## src/inc/bit_branch_cfg.svh

```systemverilog
// Purpose: named constants of the bit and branch execution unit
// Assumes: included by bare name after the package
// Notes: opcodes, cycle counts, status bit positions, bus offsets
`ifndef BIT_BRANCH_CFG_SVH
`define BIT_BRANCH_CFG_SVH
`define OP_CARRY_AND  8'h8B
`define OP_CARRY_OR   8'h6B
`define OP_CARRY_XOR  8'hAB
`define OP_LOAD_CARRY 8'hCB
`define OP_BIT_DP     8'h0C
`define OP_BIT_ABS    8'h1C
`define OP_ACC_CLR    8'h2B
`define OP_ACC_SET    8'h0B
`define OP_C_CLR      8'h20
`define OP_C_SET      8'hA0
`define OP_G_CLR      8'h40
`define OP_G_SET      8'hC0
`define OP_V_CLR      8'h80
`define OP_MEM_NOT    8'h4B
`define OP_STORE_C    8'hEB
`define OP_TEST_CLR   8'h5C
`define OP_TEST_SET   8'h3C
`define OP_BR_C0      8'h50
`define OP_BR_C1      8'hD0
`define OP_BR_Z1      8'hF0
`define OP_BR_Z0      8'h70
`define OP_BR_N1      8'h90
`define NIB_DP_BIT    4'h1
`define NIB_BR_ACC    4'h2
`define NIB_BR_DP     4'h3
`define CY_2          4'h2
`define CY_4          4'h4
`define CY_5          4'h5
`define CY_6          4'h6
`define CY_TAKEN      4'h2
`define PSW_N         3'h7
`define PSW_V         3'h6
`define PSW_G         3'h5
`define PSW_H         3'h3
`define PSW_Z         3'h1
`define PSW_C         3'h0
`define REG_CTRL      5'h00
`define REG_STATUS    5'h04
`define REG_PC        5'h08
`define REG_ACC       5'h0C
`define REG_PSW       5'h10
`define PC_RST        16'h0000
`endif

```

## src/inc/bit_branch_pkg.sv

```systemverilog
// Purpose: types of the bit and branch execution unit
// Assumes: nothing
// Notes: states, instruction kinds, data memory request
`default_nettype none
package bit_branch_pkg;
    typedef enum logic [2:0] {
        S_OP = 3'b000, S_B1 = 3'b001, S_B2 = 3'b010,
        S_RD = 3'b011, S_WR = 3'b100, S_PAD = 3'b101
    } state_t;
    typedef enum logic [3:0] {
        K_ILL = 4'b0000, K_FLAG = 4'b0001, K_CBIT = 4'b0010, K_NOT = 4'b0011,
        K_STC = 4'b0100, K_BITD = 4'b0101, K_BITA = 4'b0110, K_TST = 4'b0111,
        K_DPBIT = 4'b1000, K_ABIT = 4'b1001, K_BRF = 4'b1010, K_BBA = 4'b1011,
        K_BBD = 4'b1100
    } kind_t;
    typedef struct packed {
        logic [3:0] cyc;
        logic [1:0] len;
        kind_t      kind;
    } dec_t;
    typedef struct packed {
        logic [15:0] addr;
        logic [7:0]  wdata;
        logic        we;
        logic        re;
    } dmem_req_t;
endpackage
`default_nettype wire

```

## src/rtl/bit_branch_exec.sv

```systemverilog
// Purpose: executes the bit-manipulation and relative-branch groups
// Assumes: program and data memory answer in the same cycle
// Notes: run, pc, acc and flags reachable over Avalon-MM
// Notes on behaviour
// - 8B: carry becomes carry AND bit, or AND inverted bit.
// - 6B: carry becomes carry OR bit, or OR inverted bit.
// - AB: carry becomes carry XOR bit, or XOR inverted bit.
// - CB: carry loaded from bit or from its complement.
// - bit test: Z from A AND M, N from M7, V from M6.
// - direct-page bit clear writes 0, set writes 1; four cycles.
// - 2B clears, 0B sets an accumulator bit; two cycles.
// - 20 clears carry, A0 sets it; nothing else changes.
// - 40 clears page select, C0 sets it.
// - 80 clears overflow and half-carry.
// - 4B inverts a memory bit in place; flags untouched.
// - EB writes carry into a memory bit, other bits kept.
// - 5C: N,Z from A minus M, then writes M AND NOT A.
// - 3C: N,Z from A minus M, then writes M OR A.
// - branch on bit clear jumps only when the bit is 0.
// - branch on bit set jumps on 1; 4/6 and 5/7 cycles.
// - 50 and D0 branch on carry 0 and 1; 2/4 cycles.
// - F0 branches on zero set, 70 on zero clear; 2/4.
// - 90 branches when negative is set; 2/4 cycles.
//
// Added by the designer: the Avalon-MM slave port and the placing of the registers.
`timescale 1ns/10ps
`default_nettype none
`include "bit_branch_cfg.svh"
module bit_branch_exec (
    input  wire logic                     clk,
    input  wire logic                     sys_rst,
    output logic [15:0]                   prog_addr,
    input  wire logic [7:0]               prog_data,
    output bit_branch_pkg::dmem_req_t     dmem_req,
    input  wire logic [7:0]               dmem_rdata,
    input  wire logic [4:0]               address,
    input  wire logic                     read,
    input  wire logic                     write,
    input  wire logic [31:0]              writedata,
    output logic [31:0]                   readdata,
    output logic                          waitrequest
);
    bit_branch_pkg::state_t    state_r, state_nxt;
    bit_branch_pkg::kind_t     kind_r, kind_nxt;
    bit_branch_pkg::dec_t      dec_w;
    bit_branch_pkg::dmem_req_t dreq_r, dreq_nxt;
    logic [3:0]  cnt_r, cnt_nxt, tot_r, tot_nxt, tot_v;
    logic [15:0] pc_r, pc_nxt;
    logic [7:0]  acc_r, acc_nxt, psw_r, psw_nxt;
    logic [7:0]  op_r, op_nxt, b1_r, b1_nxt, b2_r, b2_nxt;
    logic [7:0]  mask, wval, diff;
    logic [2:0]  bidx;
    logic        sel_bit, taken, work_done, ill_r, ill_nxt;
    logic        run_r, run_nxt, ack_r, ack_nxt;
    logic [31:0] rdata_r, rdata_nxt;
    logic        idle, wr_ok, ill_clr, fetch, done;
    // opcode table: cycle count when not taken, byte length, kind
    function automatic bit_branch_pkg::dec_t dec(input logic [7:0] op);
        bit_branch_pkg::dec_t d;
        d = '{`CY_2, 2'h1, bit_branch_pkg::K_ILL};
        case (op)
            `OP_CARRY_AND, `OP_LOAD_CARRY: d = '{`CY_4, 2'h3, bit_branch_pkg::K_CBIT};
            `OP_CARRY_OR, `OP_CARRY_XOR:   d = '{`CY_5, 2'h3, bit_branch_pkg::K_CBIT};
            `OP_MEM_NOT:  d = '{`CY_5, 2'h3, bit_branch_pkg::K_NOT};
            `OP_STORE_C:  d = '{`CY_6, 2'h3, bit_branch_pkg::K_STC};
            `OP_BIT_DP:   d = '{`CY_4, 2'h2, bit_branch_pkg::K_BITD};
            `OP_BIT_ABS:  d = '{`CY_5, 2'h3, bit_branch_pkg::K_BITA};
            `OP_TEST_CLR, `OP_TEST_SET:    d = '{`CY_6, 2'h3, bit_branch_pkg::K_TST};
            `OP_ACC_CLR, `OP_ACC_SET:      d = '{`CY_2, 2'h2, bit_branch_pkg::K_ABIT};
            `OP_C_CLR, `OP_C_SET, `OP_G_CLR, `OP_G_SET, `OP_V_CLR:
                d = '{`CY_2, 2'h1, bit_branch_pkg::K_FLAG};
            `OP_BR_C0, `OP_BR_C1, `OP_BR_Z1, `OP_BR_Z0, `OP_BR_N1:
                d = '{`CY_2, 2'h2, bit_branch_pkg::K_BRF};
            default: begin
                // bit number from opcode bits 7..5
                case (op[3:0])
                    `NIB_DP_BIT: d = '{`CY_4, 2'h2, bit_branch_pkg::K_DPBIT};
                    `NIB_BR_ACC: d = '{`CY_4, 2'h2, bit_branch_pkg::K_BBA};
                    `NIB_BR_DP:  d = '{`CY_5, 2'h3, bit_branch_pkg::K_BBD};
                    default:     d = '{`CY_2, 2'h1, bit_branch_pkg::K_ILL};
                endcase
            end
        endcase
        return d;
    endfunction
    // signed offset added to a pc already past the branch
    function automatic logic [15:0] rel_add(input logic [15:0] base, input logic [7:0] rel);
        return base + {{8{rel[7]}}, rel};
    endfunction
    // one-hot mask of a bit number
    function automatic logic [7:0] bmask(input logic [2:0] idx);
        return 8'h01 << idx;
    endfunction
    assign dec_w       = dec(prog_data);
    assign prog_addr   = pc_r;
    assign dmem_req    = dreq_r;
    assign readdata    = rdata_r;
    assign waitrequest = (read | write) & ~ack_r;
    assign idle        = (state_r == bit_branch_pkg::S_OP) & ~run_r;
    // host may only touch pc, acc and flags between instructions while halted
    assign wr_ok       = ack_r & write & idle;
    assign ill_clr     = ack_r & write & (address == `REG_STATUS) & writedata[1];
    assign fetch       = (state_r == bit_branch_pkg::S_OP) & run_r;
    assign done        = (state_r != bit_branch_pkg::S_OP) & (state_nxt == bit_branch_pkg::S_OP);
    // dp forms take the bit from the opcode, M.bit forms from operand
    assign bidx    = (kind_r == bit_branch_pkg::K_DPBIT || kind_r == bit_branch_pkg::K_BBD) ?
                     op_r[7:5] : b2_r[7:5];
    assign mask    = bmask(bidx);
    assign sel_bit = dmem_rdata[bidx];
    assign diff    = acc_r - dmem_rdata;
    // instruction sequencer: one state per byte fetched or memory access
    always_comb begin
        state_nxt = state_r;
        kind_nxt  = kind_r;
        cnt_nxt   = cnt_r + 4'h1;
        tot_nxt   = tot_r;
        tot_v     = tot_r;
        pc_nxt    = pc_r;
        acc_nxt   = acc_r;
        psw_nxt   = psw_r;
        op_nxt    = op_r;
        b1_nxt    = b1_r;
        b2_nxt    = b2_r;
        dreq_nxt  = '0;
        ill_nxt   = ill_r & ~ill_clr;
        wval      = 8'h00;
        taken     = 1'b0;
        work_done = 1'b0;
        case (state_r)
            bit_branch_pkg::S_OP: begin
                if (run_r) begin
                    op_nxt   = prog_data;
                    kind_nxt = dec_w.kind;
                    tot_nxt  = dec_w.cyc;
                    cnt_nxt  = 4'h1; // restart: the opcode cycle is cycle one of the table count
                    pc_nxt   = pc_r + 16'h0001;
                    state_nxt = (dec_w.len == 2'h1) ? bit_branch_pkg::S_PAD : bit_branch_pkg::S_B1;
                    case (prog_data)
                        `OP_C_CLR: psw_nxt[`PSW_C] = 1'b0;
                        `OP_C_SET: psw_nxt[`PSW_C] = 1'b1;
                        `OP_G_CLR: psw_nxt[`PSW_G] = 1'b0;
                        `OP_G_SET: psw_nxt[`PSW_G] = 1'b1;
                        `OP_V_CLR: begin
                            psw_nxt[`PSW_V] = 1'b0;
                            psw_nxt[`PSW_H] = 1'b0;
                        end
                        default: ;
                    endcase
                    // unknown opcodes run as two-cycle no-ops; set wins over clear
                    if (dec_w.kind == bit_branch_pkg::K_ILL)
                        ill_nxt = 1'b1;
                end else begin
                    cnt_nxt = 4'h0;
                    if (wr_ok && address == `REG_PC)
                        pc_nxt = writedata[15:0];
                    if (wr_ok && address == `REG_ACC)
                        acc_nxt = writedata[7:0];
                    if (wr_ok && address == `REG_PSW)
                        psw_nxt = writedata[7:0];
                end
            end
            bit_branch_pkg::S_B1: begin
                b1_nxt = prog_data;
                pc_nxt = pc_r + 16'h0001;
                case (kind_r)
                    bit_branch_pkg::K_ABIT: begin
                        acc_nxt = (op_r == `OP_ACC_SET) ? (acc_r | bmask(prog_data[2:0])) :
                                  (acc_r & ~bmask(prog_data[2:0]));
                        work_done = 1'b1;
                    end
                    bit_branch_pkg::K_BRF: begin
                        case (op_r)
                            `OP_BR_C0: taken = ~psw_r[`PSW_C];
                            `OP_BR_C1: taken = psw_r[`PSW_C];
                            `OP_BR_Z1: taken = psw_r[`PSW_Z];
                            `OP_BR_Z0: taken = ~psw_r[`PSW_Z];
                            `OP_BR_N1: taken = psw_r[`PSW_N];
                            default:   taken = 1'b0;
                        endcase
                        work_done = 1'b1;
                    end
                    bit_branch_pkg::K_BBA: begin
                        // bit 4 of the opcode selects clear or set
                        taken     = acc_r[op_r[7:5]] ^ op_r[4];
                        work_done = 1'b1;
                    end
                    bit_branch_pkg::K_DPBIT, bit_branch_pkg::K_BITD: begin
                        dreq_nxt.addr = {7'h00, psw_r[`PSW_G], prog_data};
                        dreq_nxt.re   = 1'b1;
                        state_nxt     = bit_branch_pkg::S_RD;
                    end
                    default: state_nxt = bit_branch_pkg::S_B2;
                endcase
                // pc now points past the offset byte
                if (taken)
                    pc_nxt = rel_add(pc_r + 16'h0001, prog_data);
            end
            bit_branch_pkg::S_B2: begin
                b2_nxt      = prog_data;
                pc_nxt      = pc_r + 16'h0001;
                dreq_nxt.re = 1'b1;
                case (kind_r)
                    bit_branch_pkg::K_BBD:  dreq_nxt.addr = {7'h00, psw_r[`PSW_G], b1_r};
                    bit_branch_pkg::K_BITA,
                    bit_branch_pkg::K_TST:  dreq_nxt.addr = {prog_data, b1_r};
                    default:                dreq_nxt.addr = {4'h0, prog_data[3:0], b1_r};
                endcase
                state_nxt = bit_branch_pkg::S_RD;
            end
            bit_branch_pkg::S_RD: begin
                work_done = 1'b1;
                case (kind_r)
                    bit_branch_pkg::K_CBIT: begin
                        // operand bit 4 picks the inverted variant
                        case (op_r)
                            `OP_CARRY_AND: psw_nxt[`PSW_C] = psw_r[`PSW_C] & (sel_bit ^ b2_r[4]);
                            `OP_CARRY_OR:  psw_nxt[`PSW_C] = psw_r[`PSW_C] | (sel_bit ^ b2_r[4]);
                            `OP_CARRY_XOR: psw_nxt[`PSW_C] = psw_r[`PSW_C] ^ (sel_bit ^ b2_r[4]);
                            default:       psw_nxt[`PSW_C] = sel_bit ^ b2_r[4];
                        endcase
                    end
                    bit_branch_pkg::K_BITD, bit_branch_pkg::K_BITA: begin
                        psw_nxt[`PSW_Z] = (acc_r & dmem_rdata) == 8'h00;
                        psw_nxt[`PSW_N] = dmem_rdata[7];
                        psw_nxt[`PSW_V] = dmem_rdata[6];
                    end
                    bit_branch_pkg::K_BBD: begin
                        taken = sel_bit ^ op_r[4];
                        if (taken)
                            pc_nxt = rel_add(pc_r, b2_r);
                    end
                    default: begin
                        work_done = 1'b0;
                        case (kind_r)
                            bit_branch_pkg::K_TST: begin
                                psw_nxt[`PSW_N] = diff[7];
                                psw_nxt[`PSW_Z] = diff == 8'h00;
                                wval = (op_r == `OP_TEST_CLR) ? (dmem_rdata & ~acc_r) : (dmem_rdata | acc_r);
                            end
                            bit_branch_pkg::K_DPBIT: wval = op_r[4] ? (dmem_rdata & ~mask) : (dmem_rdata | mask);
                            bit_branch_pkg::K_NOT:   wval = dmem_rdata ^ mask;
                            default: wval = psw_r[`PSW_C] ? (dmem_rdata | mask) : (dmem_rdata & ~mask);
                        endcase
                        dreq_nxt  = '{dreq_r.addr, wval, 1'b1, 1'b0};
                        state_nxt = bit_branch_pkg::S_WR;
                    end
                endcase
            end
            bit_branch_pkg::S_WR:  work_done = 1'b1;
            bit_branch_pkg::S_PAD: work_done = 1'b1;
            default:               state_nxt = bit_branch_pkg::S_OP;
        endcase
        // taken branches add two cycles; pad until the table count is met
        if (work_done) begin
            tot_v     = taken ? (tot_r + `CY_TAKEN) : tot_r;
            tot_nxt   = tot_v;
            state_nxt = (cnt_r + 4'h1 == tot_v) ? bit_branch_pkg::S_OP : bit_branch_pkg::S_PAD;
        end
    end
    // sequencer registers
    always_ff @(posedge clk) begin
        if (sys_rst) begin
            state_r <= bit_branch_pkg::S_OP;
            kind_r  <= bit_branch_pkg::K_ILL;
            cnt_r   <= 4'h0;
            tot_r   <= 4'h0;
            pc_r    <= `PC_RST;
            acc_r   <= 8'h00;
            psw_r   <= 8'h00;
            op_r    <= 8'h00;
            b1_r    <= 8'h00;
            b2_r    <= 8'h00;
            dreq_r  <= '0;
            ill_r   <= 1'b0;
        end else begin
            state_r <= state_nxt;
            kind_r  <= kind_nxt;
            cnt_r   <= cnt_nxt;
            tot_r   <= tot_nxt;
            pc_r    <= pc_nxt;
            acc_r   <= acc_nxt;
            psw_r   <= psw_nxt;
            op_r    <= op_nxt;
            b1_r    <= b1_nxt;
            b2_r    <= b2_nxt;
            dreq_r  <= dreq_nxt;
            ill_r   <= ill_nxt;
        end
    end
    // bus slave: one wait cycle, read data captured as the wait drops
    always_comb begin
        ack_nxt   = (read | write) & ~ack_r;
        run_nxt   = run_r;
        rdata_nxt = rdata_r;
        if (ack_r && write && address == `REG_CTRL)
            run_nxt = writedata[0];
        if (ack_nxt && read) begin
            case (address)
                `REG_CTRL:   rdata_nxt = {31'h0, run_r};
                `REG_STATUS: rdata_nxt = {30'h0, ill_r, state_r != bit_branch_pkg::S_OP};
                `REG_PC:     rdata_nxt = {16'h0, pc_r};
                `REG_ACC:    rdata_nxt = {24'h0, acc_r};
                `REG_PSW:    rdata_nxt = {24'h0, psw_r};
                default:     rdata_nxt = 32'h0;
            endcase
        end
    end
    // bus slave registers
    always_ff @(posedge clk) begin
        if (sys_rst) begin
            ack_r   <= 1'b0;
            run_r   <= 1'b0;
            rdata_r <= 32'h0;
        end else begin
            ack_r   <= ack_nxt;
            run_r   <= run_nxt;
            rdata_r <= rdata_nxt;
        end
    end
endmodule
`default_nettype wire

```

## config.mk

```make
export PLATFORM = sky130hd
export DESIGN_NAME = bit_branch_exec
export DESIGN_NICKNAME = d
export VERILOG_FILES = /design/src/inc/bit_branch_pkg.sv /design/src/rtl/bit_branch_exec.sv
export VERILOG_INCLUDE_DIRS = /design/src /design/src/inc
export SDC_FILE = /design/constraint.sdc
export NUM_CORES = 1
export LEC_CHECK = 0
export BUFFER_PORTS_ARGS = -buffer_cell sky130_fd_sc_hd__buf_2
export CORE_UTILIZATION = 39
export DETAILED_ROUTE_END_ITERATION = 6
export PLACE_DENSITY_LB_ADDON = 0.05
export SLEW_MARGIN = 15
export SYNTH_ARGS = -nofsm -noshare
export SYNTH_HDL_FRONTEND = slang
export SYNTH_SLANG_ARGS = --single-unit
```

## constraint.sdc

```tcl
create_clock -name clk -period 4.8 [get_ports clk]
set_input_delay 0 -clock clk [delete_from_list [all_inputs] [get_ports clk]]
set_output_delay 0 -clock clk [all_outputs]
set_load 0.01 [all_outputs]
```

==> metrics.md <==
| Metric | Value |
|---|---|
| Number of H-tree levels | `4` |
| Ratio of cells with drive above 1 in the final layout | `13.0%` |
| Die height | `152 um` |
| R2R cell count | `13` |
| Pwr Density | `412 nW/um2` |
| CP cell instances | `ha_1 > nand3_1 > xnor2_1 > ha_1 > o21a_1 > o31a_1 > o32a_1 > a311o_1 > a21o_1 > a21oi_1 > xnor2_1 > a221oi_1 > a221oi_2` |
| Via density per instance | `5.91` |
| Worst Hold Slack | `-8.60 ps` |
| #FFs+latches synth | `116` |
| Post-cts resize count | `0` |
| Max Slew Vio Count | `0` |
| Post-synth ARST share | `0%` |
| Total routed wirelength | `31.9 mm` |
| Reg-to-reg startpoint | `prog_addr[0]` |
| Cell area after layout | `10,100 um2` |
| Max-cap violations | `0` |
| Clk slew on worst S/H paths | `60 ps` |
| Final setup viols | `0` |
| Reg2reg end | `prog_addr[14]` |
| Total congestion overflow | `0` |
| Setup TNS | `0 ps` |
| # port buffers | `99` |
| RSZ-0062 raised after global routing | `no` |
| Synthesized cell area | `8750 um2` |
| Slew margin rel. | `29.8%` |
| Top cells by area, synth | `dfxtp_1, ha_1, a21oi_1, nand2_1, nor2_1` |
| Worst-Margin Slew | `1050 ps` |
| Most common library cells after synthesis | `nand2_1, a21oi_1, nor2_1, dfxtp_1, clkbuf_1` |
| Placed cell count | `1,493` |
| Area share of the leading cell type in the synthesized netlist | `26.5%` |
| Critical-path top delay cell | `dfxtp_1` |
| Hold Startpoint | `writedata[14]` |
| Vias | `9,068` |
| Initial DRC count | `802` |
| Die width | `152 um` |
| Most used flip-flop cell after synthesis | `dfxtp_1` |
| Reg2reg setup slack | `940 ps` |
| Post-synthesis cell count | `1,168` |
| Root buffer cell | `clkbuf_16` |
| Post-synth EDFFs | `0` |
| Tcrit/Tclk final | `80.5%` |
| Worst setup SP type | `register` |
| Worst setup path class | `register to register` |
| Avg WL per Cell | `20.8 um` |
| Placed wire-length estimate | `23.3 mm` |
| FP Rows | `54` |
| Max incr delay on CP | `630 ps` |
| Vias in the first global route | `8,280` |
| Post-CTS Hold Buffers | `11` |
| Failing checks | `hold timing` |
| Hold Path Class | `input port to register` |
| Initial Util | `40.0%` |
| Total CTS buffers | `17` |
| Yosys cell types | `77` |
| Clock Skew | `10.5 ps` |
| CTS sink cnt | `116` |
| CTS Buffer Depth | `2` |
| Top-count cell post-synth | `nand2_1` |
| Initial antenna violation count | `0` |
| Layout area overhead | `15.2%` |
| Hold depth | `3` |
| # diodes | `0` |
| Pin count of the biggest net entering global routing | `64` |
| Worst path arrival time | `4140 ps` |
| Final nets | `1,353` |
| Maximum clock frequency | `259 MHz` |
| Placer congestion estimate | `0.914` |
| First-pass GRT wire length | `49.0 mm` |
| IO Count | `132` |
| DRC | `0` |
| Hold Crit Endpoint | `prog_addr[14]` |
| Fin cells | `1,535` |
| Synth area leader | `dfxtp_1` |
| Required time worst endpoint | `5080 ps` |
| Lkg Pwr | `4.00 nW` |
| Status | `finished, violations left` |
| Setup Buffers After CTS | `0` |
| Syn avg cell area | `7.49 um2` |
| DP Area | `9370 um2` |
| Register area share after synthesis | `26.5%` |
| Gr usage total | `28.3%` |
| Die Area | `23,000 um2` |
| Clk_lat worst skew | `430 ps` |
| Worst-path maximum fanout | `10` |
| Synthesis Warnings | `0` |
| Final hold violations | `1` |
| Post-DRT Antenna Nets | `0` |
| Core area | `21,900 um2` |
| Peak VDD IR | `0.270 mV` |
| CTS tree | `yes` |
| Fin crit period | `3860 ps` |
| Drt pass-1 iters | `7` |
| Critical Path End Type | `register` |
==> layout make-up <==
class / instances / area (um2)
Clock buffer: 19 / 443
Clock inverter: 12 / 155
Fill cell: 2284 / 11800
Inverter: 31 / 116
Multi-Input combinational cell: 950 / 5950
Sequential cell: 116 / 2320
Tap cell: 280 / 350
Timing Repair Buffer: 127 / 736
==> layout by cell type, fill, tap and decap left out, types with 12 or more instances in the layout <==
cell type / n
inv_1: 31
mux2i_1: 19
ha_1: 50
xnor2_1: 35
a21o_1: 13
a211oi_1: 27
dfxtp_1: 116
and3_1: 13
nor2_1: 116
o22ai_1: 12
buf_2: 98
clkbuf_16: 17
conb_1: 16
xor2_1: 16
a21oi_1: 122
nand2_1: 154
nor3_1: 30
a222oi_1: 18
o21ai_0: 54
nor2b_1: 15
nand3_1: 44
buf_4: 18
nand2b_1: 16
==> routing by layer <==
metal  GRT usage [%]  up-vias  part of all wire, %
met1            37.9     4269                   45
met5               0        -                    0
met2            45.9      349                   46
met3            4.88       55                  6.6
met4            9.36        0                  2.7
li1                -     4395                    -
==> kinds of logic (layout without fill, tap and decap cells) <==
| kind of cell | after synthesis | in the layout | share of synthesized area (%) |
|---|---|---|---|
| xor+xnor | 51 | 51 | 5.11 |
| fa+ha+maj | 53 | 53 | 7.84 |
| buf+inv | 117 | 189 | 6.08 |
| mux | 24 | 24 | 3.33 |
| flops | 116 | 116 | 26.5 |
| simple gates | 454 | 454 | 24.4 |
| compound gates | 352 | 352 | 26.6 |
| other cells | 1 | 16 | 0.0429 |
==> worst max path at each step <==
| stage | startpoint | to | cells after the start |
|---|---|---|---|
| after floorplan | prog_addr[2] | prog_addr[14] | 14 |
| after global placement | prog_addr[1] | prog_addr[14] | 13 |
| after detailed placement | prog_addr[1] | prog_addr[14] | 13 |
| after CTS | prog_addr[1] | prog_addr[14] | 13 |
| after global routing | prog_addr[1] | prog_addr[14] | 13 |
| final | prog_addr[0] | prog_addr[14] | 13 |
==> worst max-delay path: cells and delay by family (launching register included) <==
family,cells,cell delay [ps]
xor+xnor,2,330
fa+ha+maj,2,750
compound gates,8,1870
flops,1,630
simple gates,1,140
==> flip-flops by register name, summed over array words and instances, names as in the netlist, 8 cells and up, named ones only <==
name	count
dmem_req	26
psw_r	8
prog_addr	16
b2_r	8
b1_r	8
readdata	16
op_r	8
==> stage by stage <==
step	worst slack, ps	hold slack, ps	power [W]	utilization [%]
2_1_floorplan	1280	136	0.00234	-
3_3_place_gp	961	284	0.00280	42.8
3_5_place_dp	947	296	0.00281	42.8
4_1_cts	960	0.745	0.00415	46.0
5_1_grt	758	30.0	0.00437	46.0
6_report	938	-8.60	0.00415	46.0
==> power by group <==
group	switching, W	internal [W]
clock	0.000505	0.000827
sequential	0.000139	0.00105
combinational	0.00106	0.000580
total	0.00170	0.00245
(Power assumes the default switching activity.)
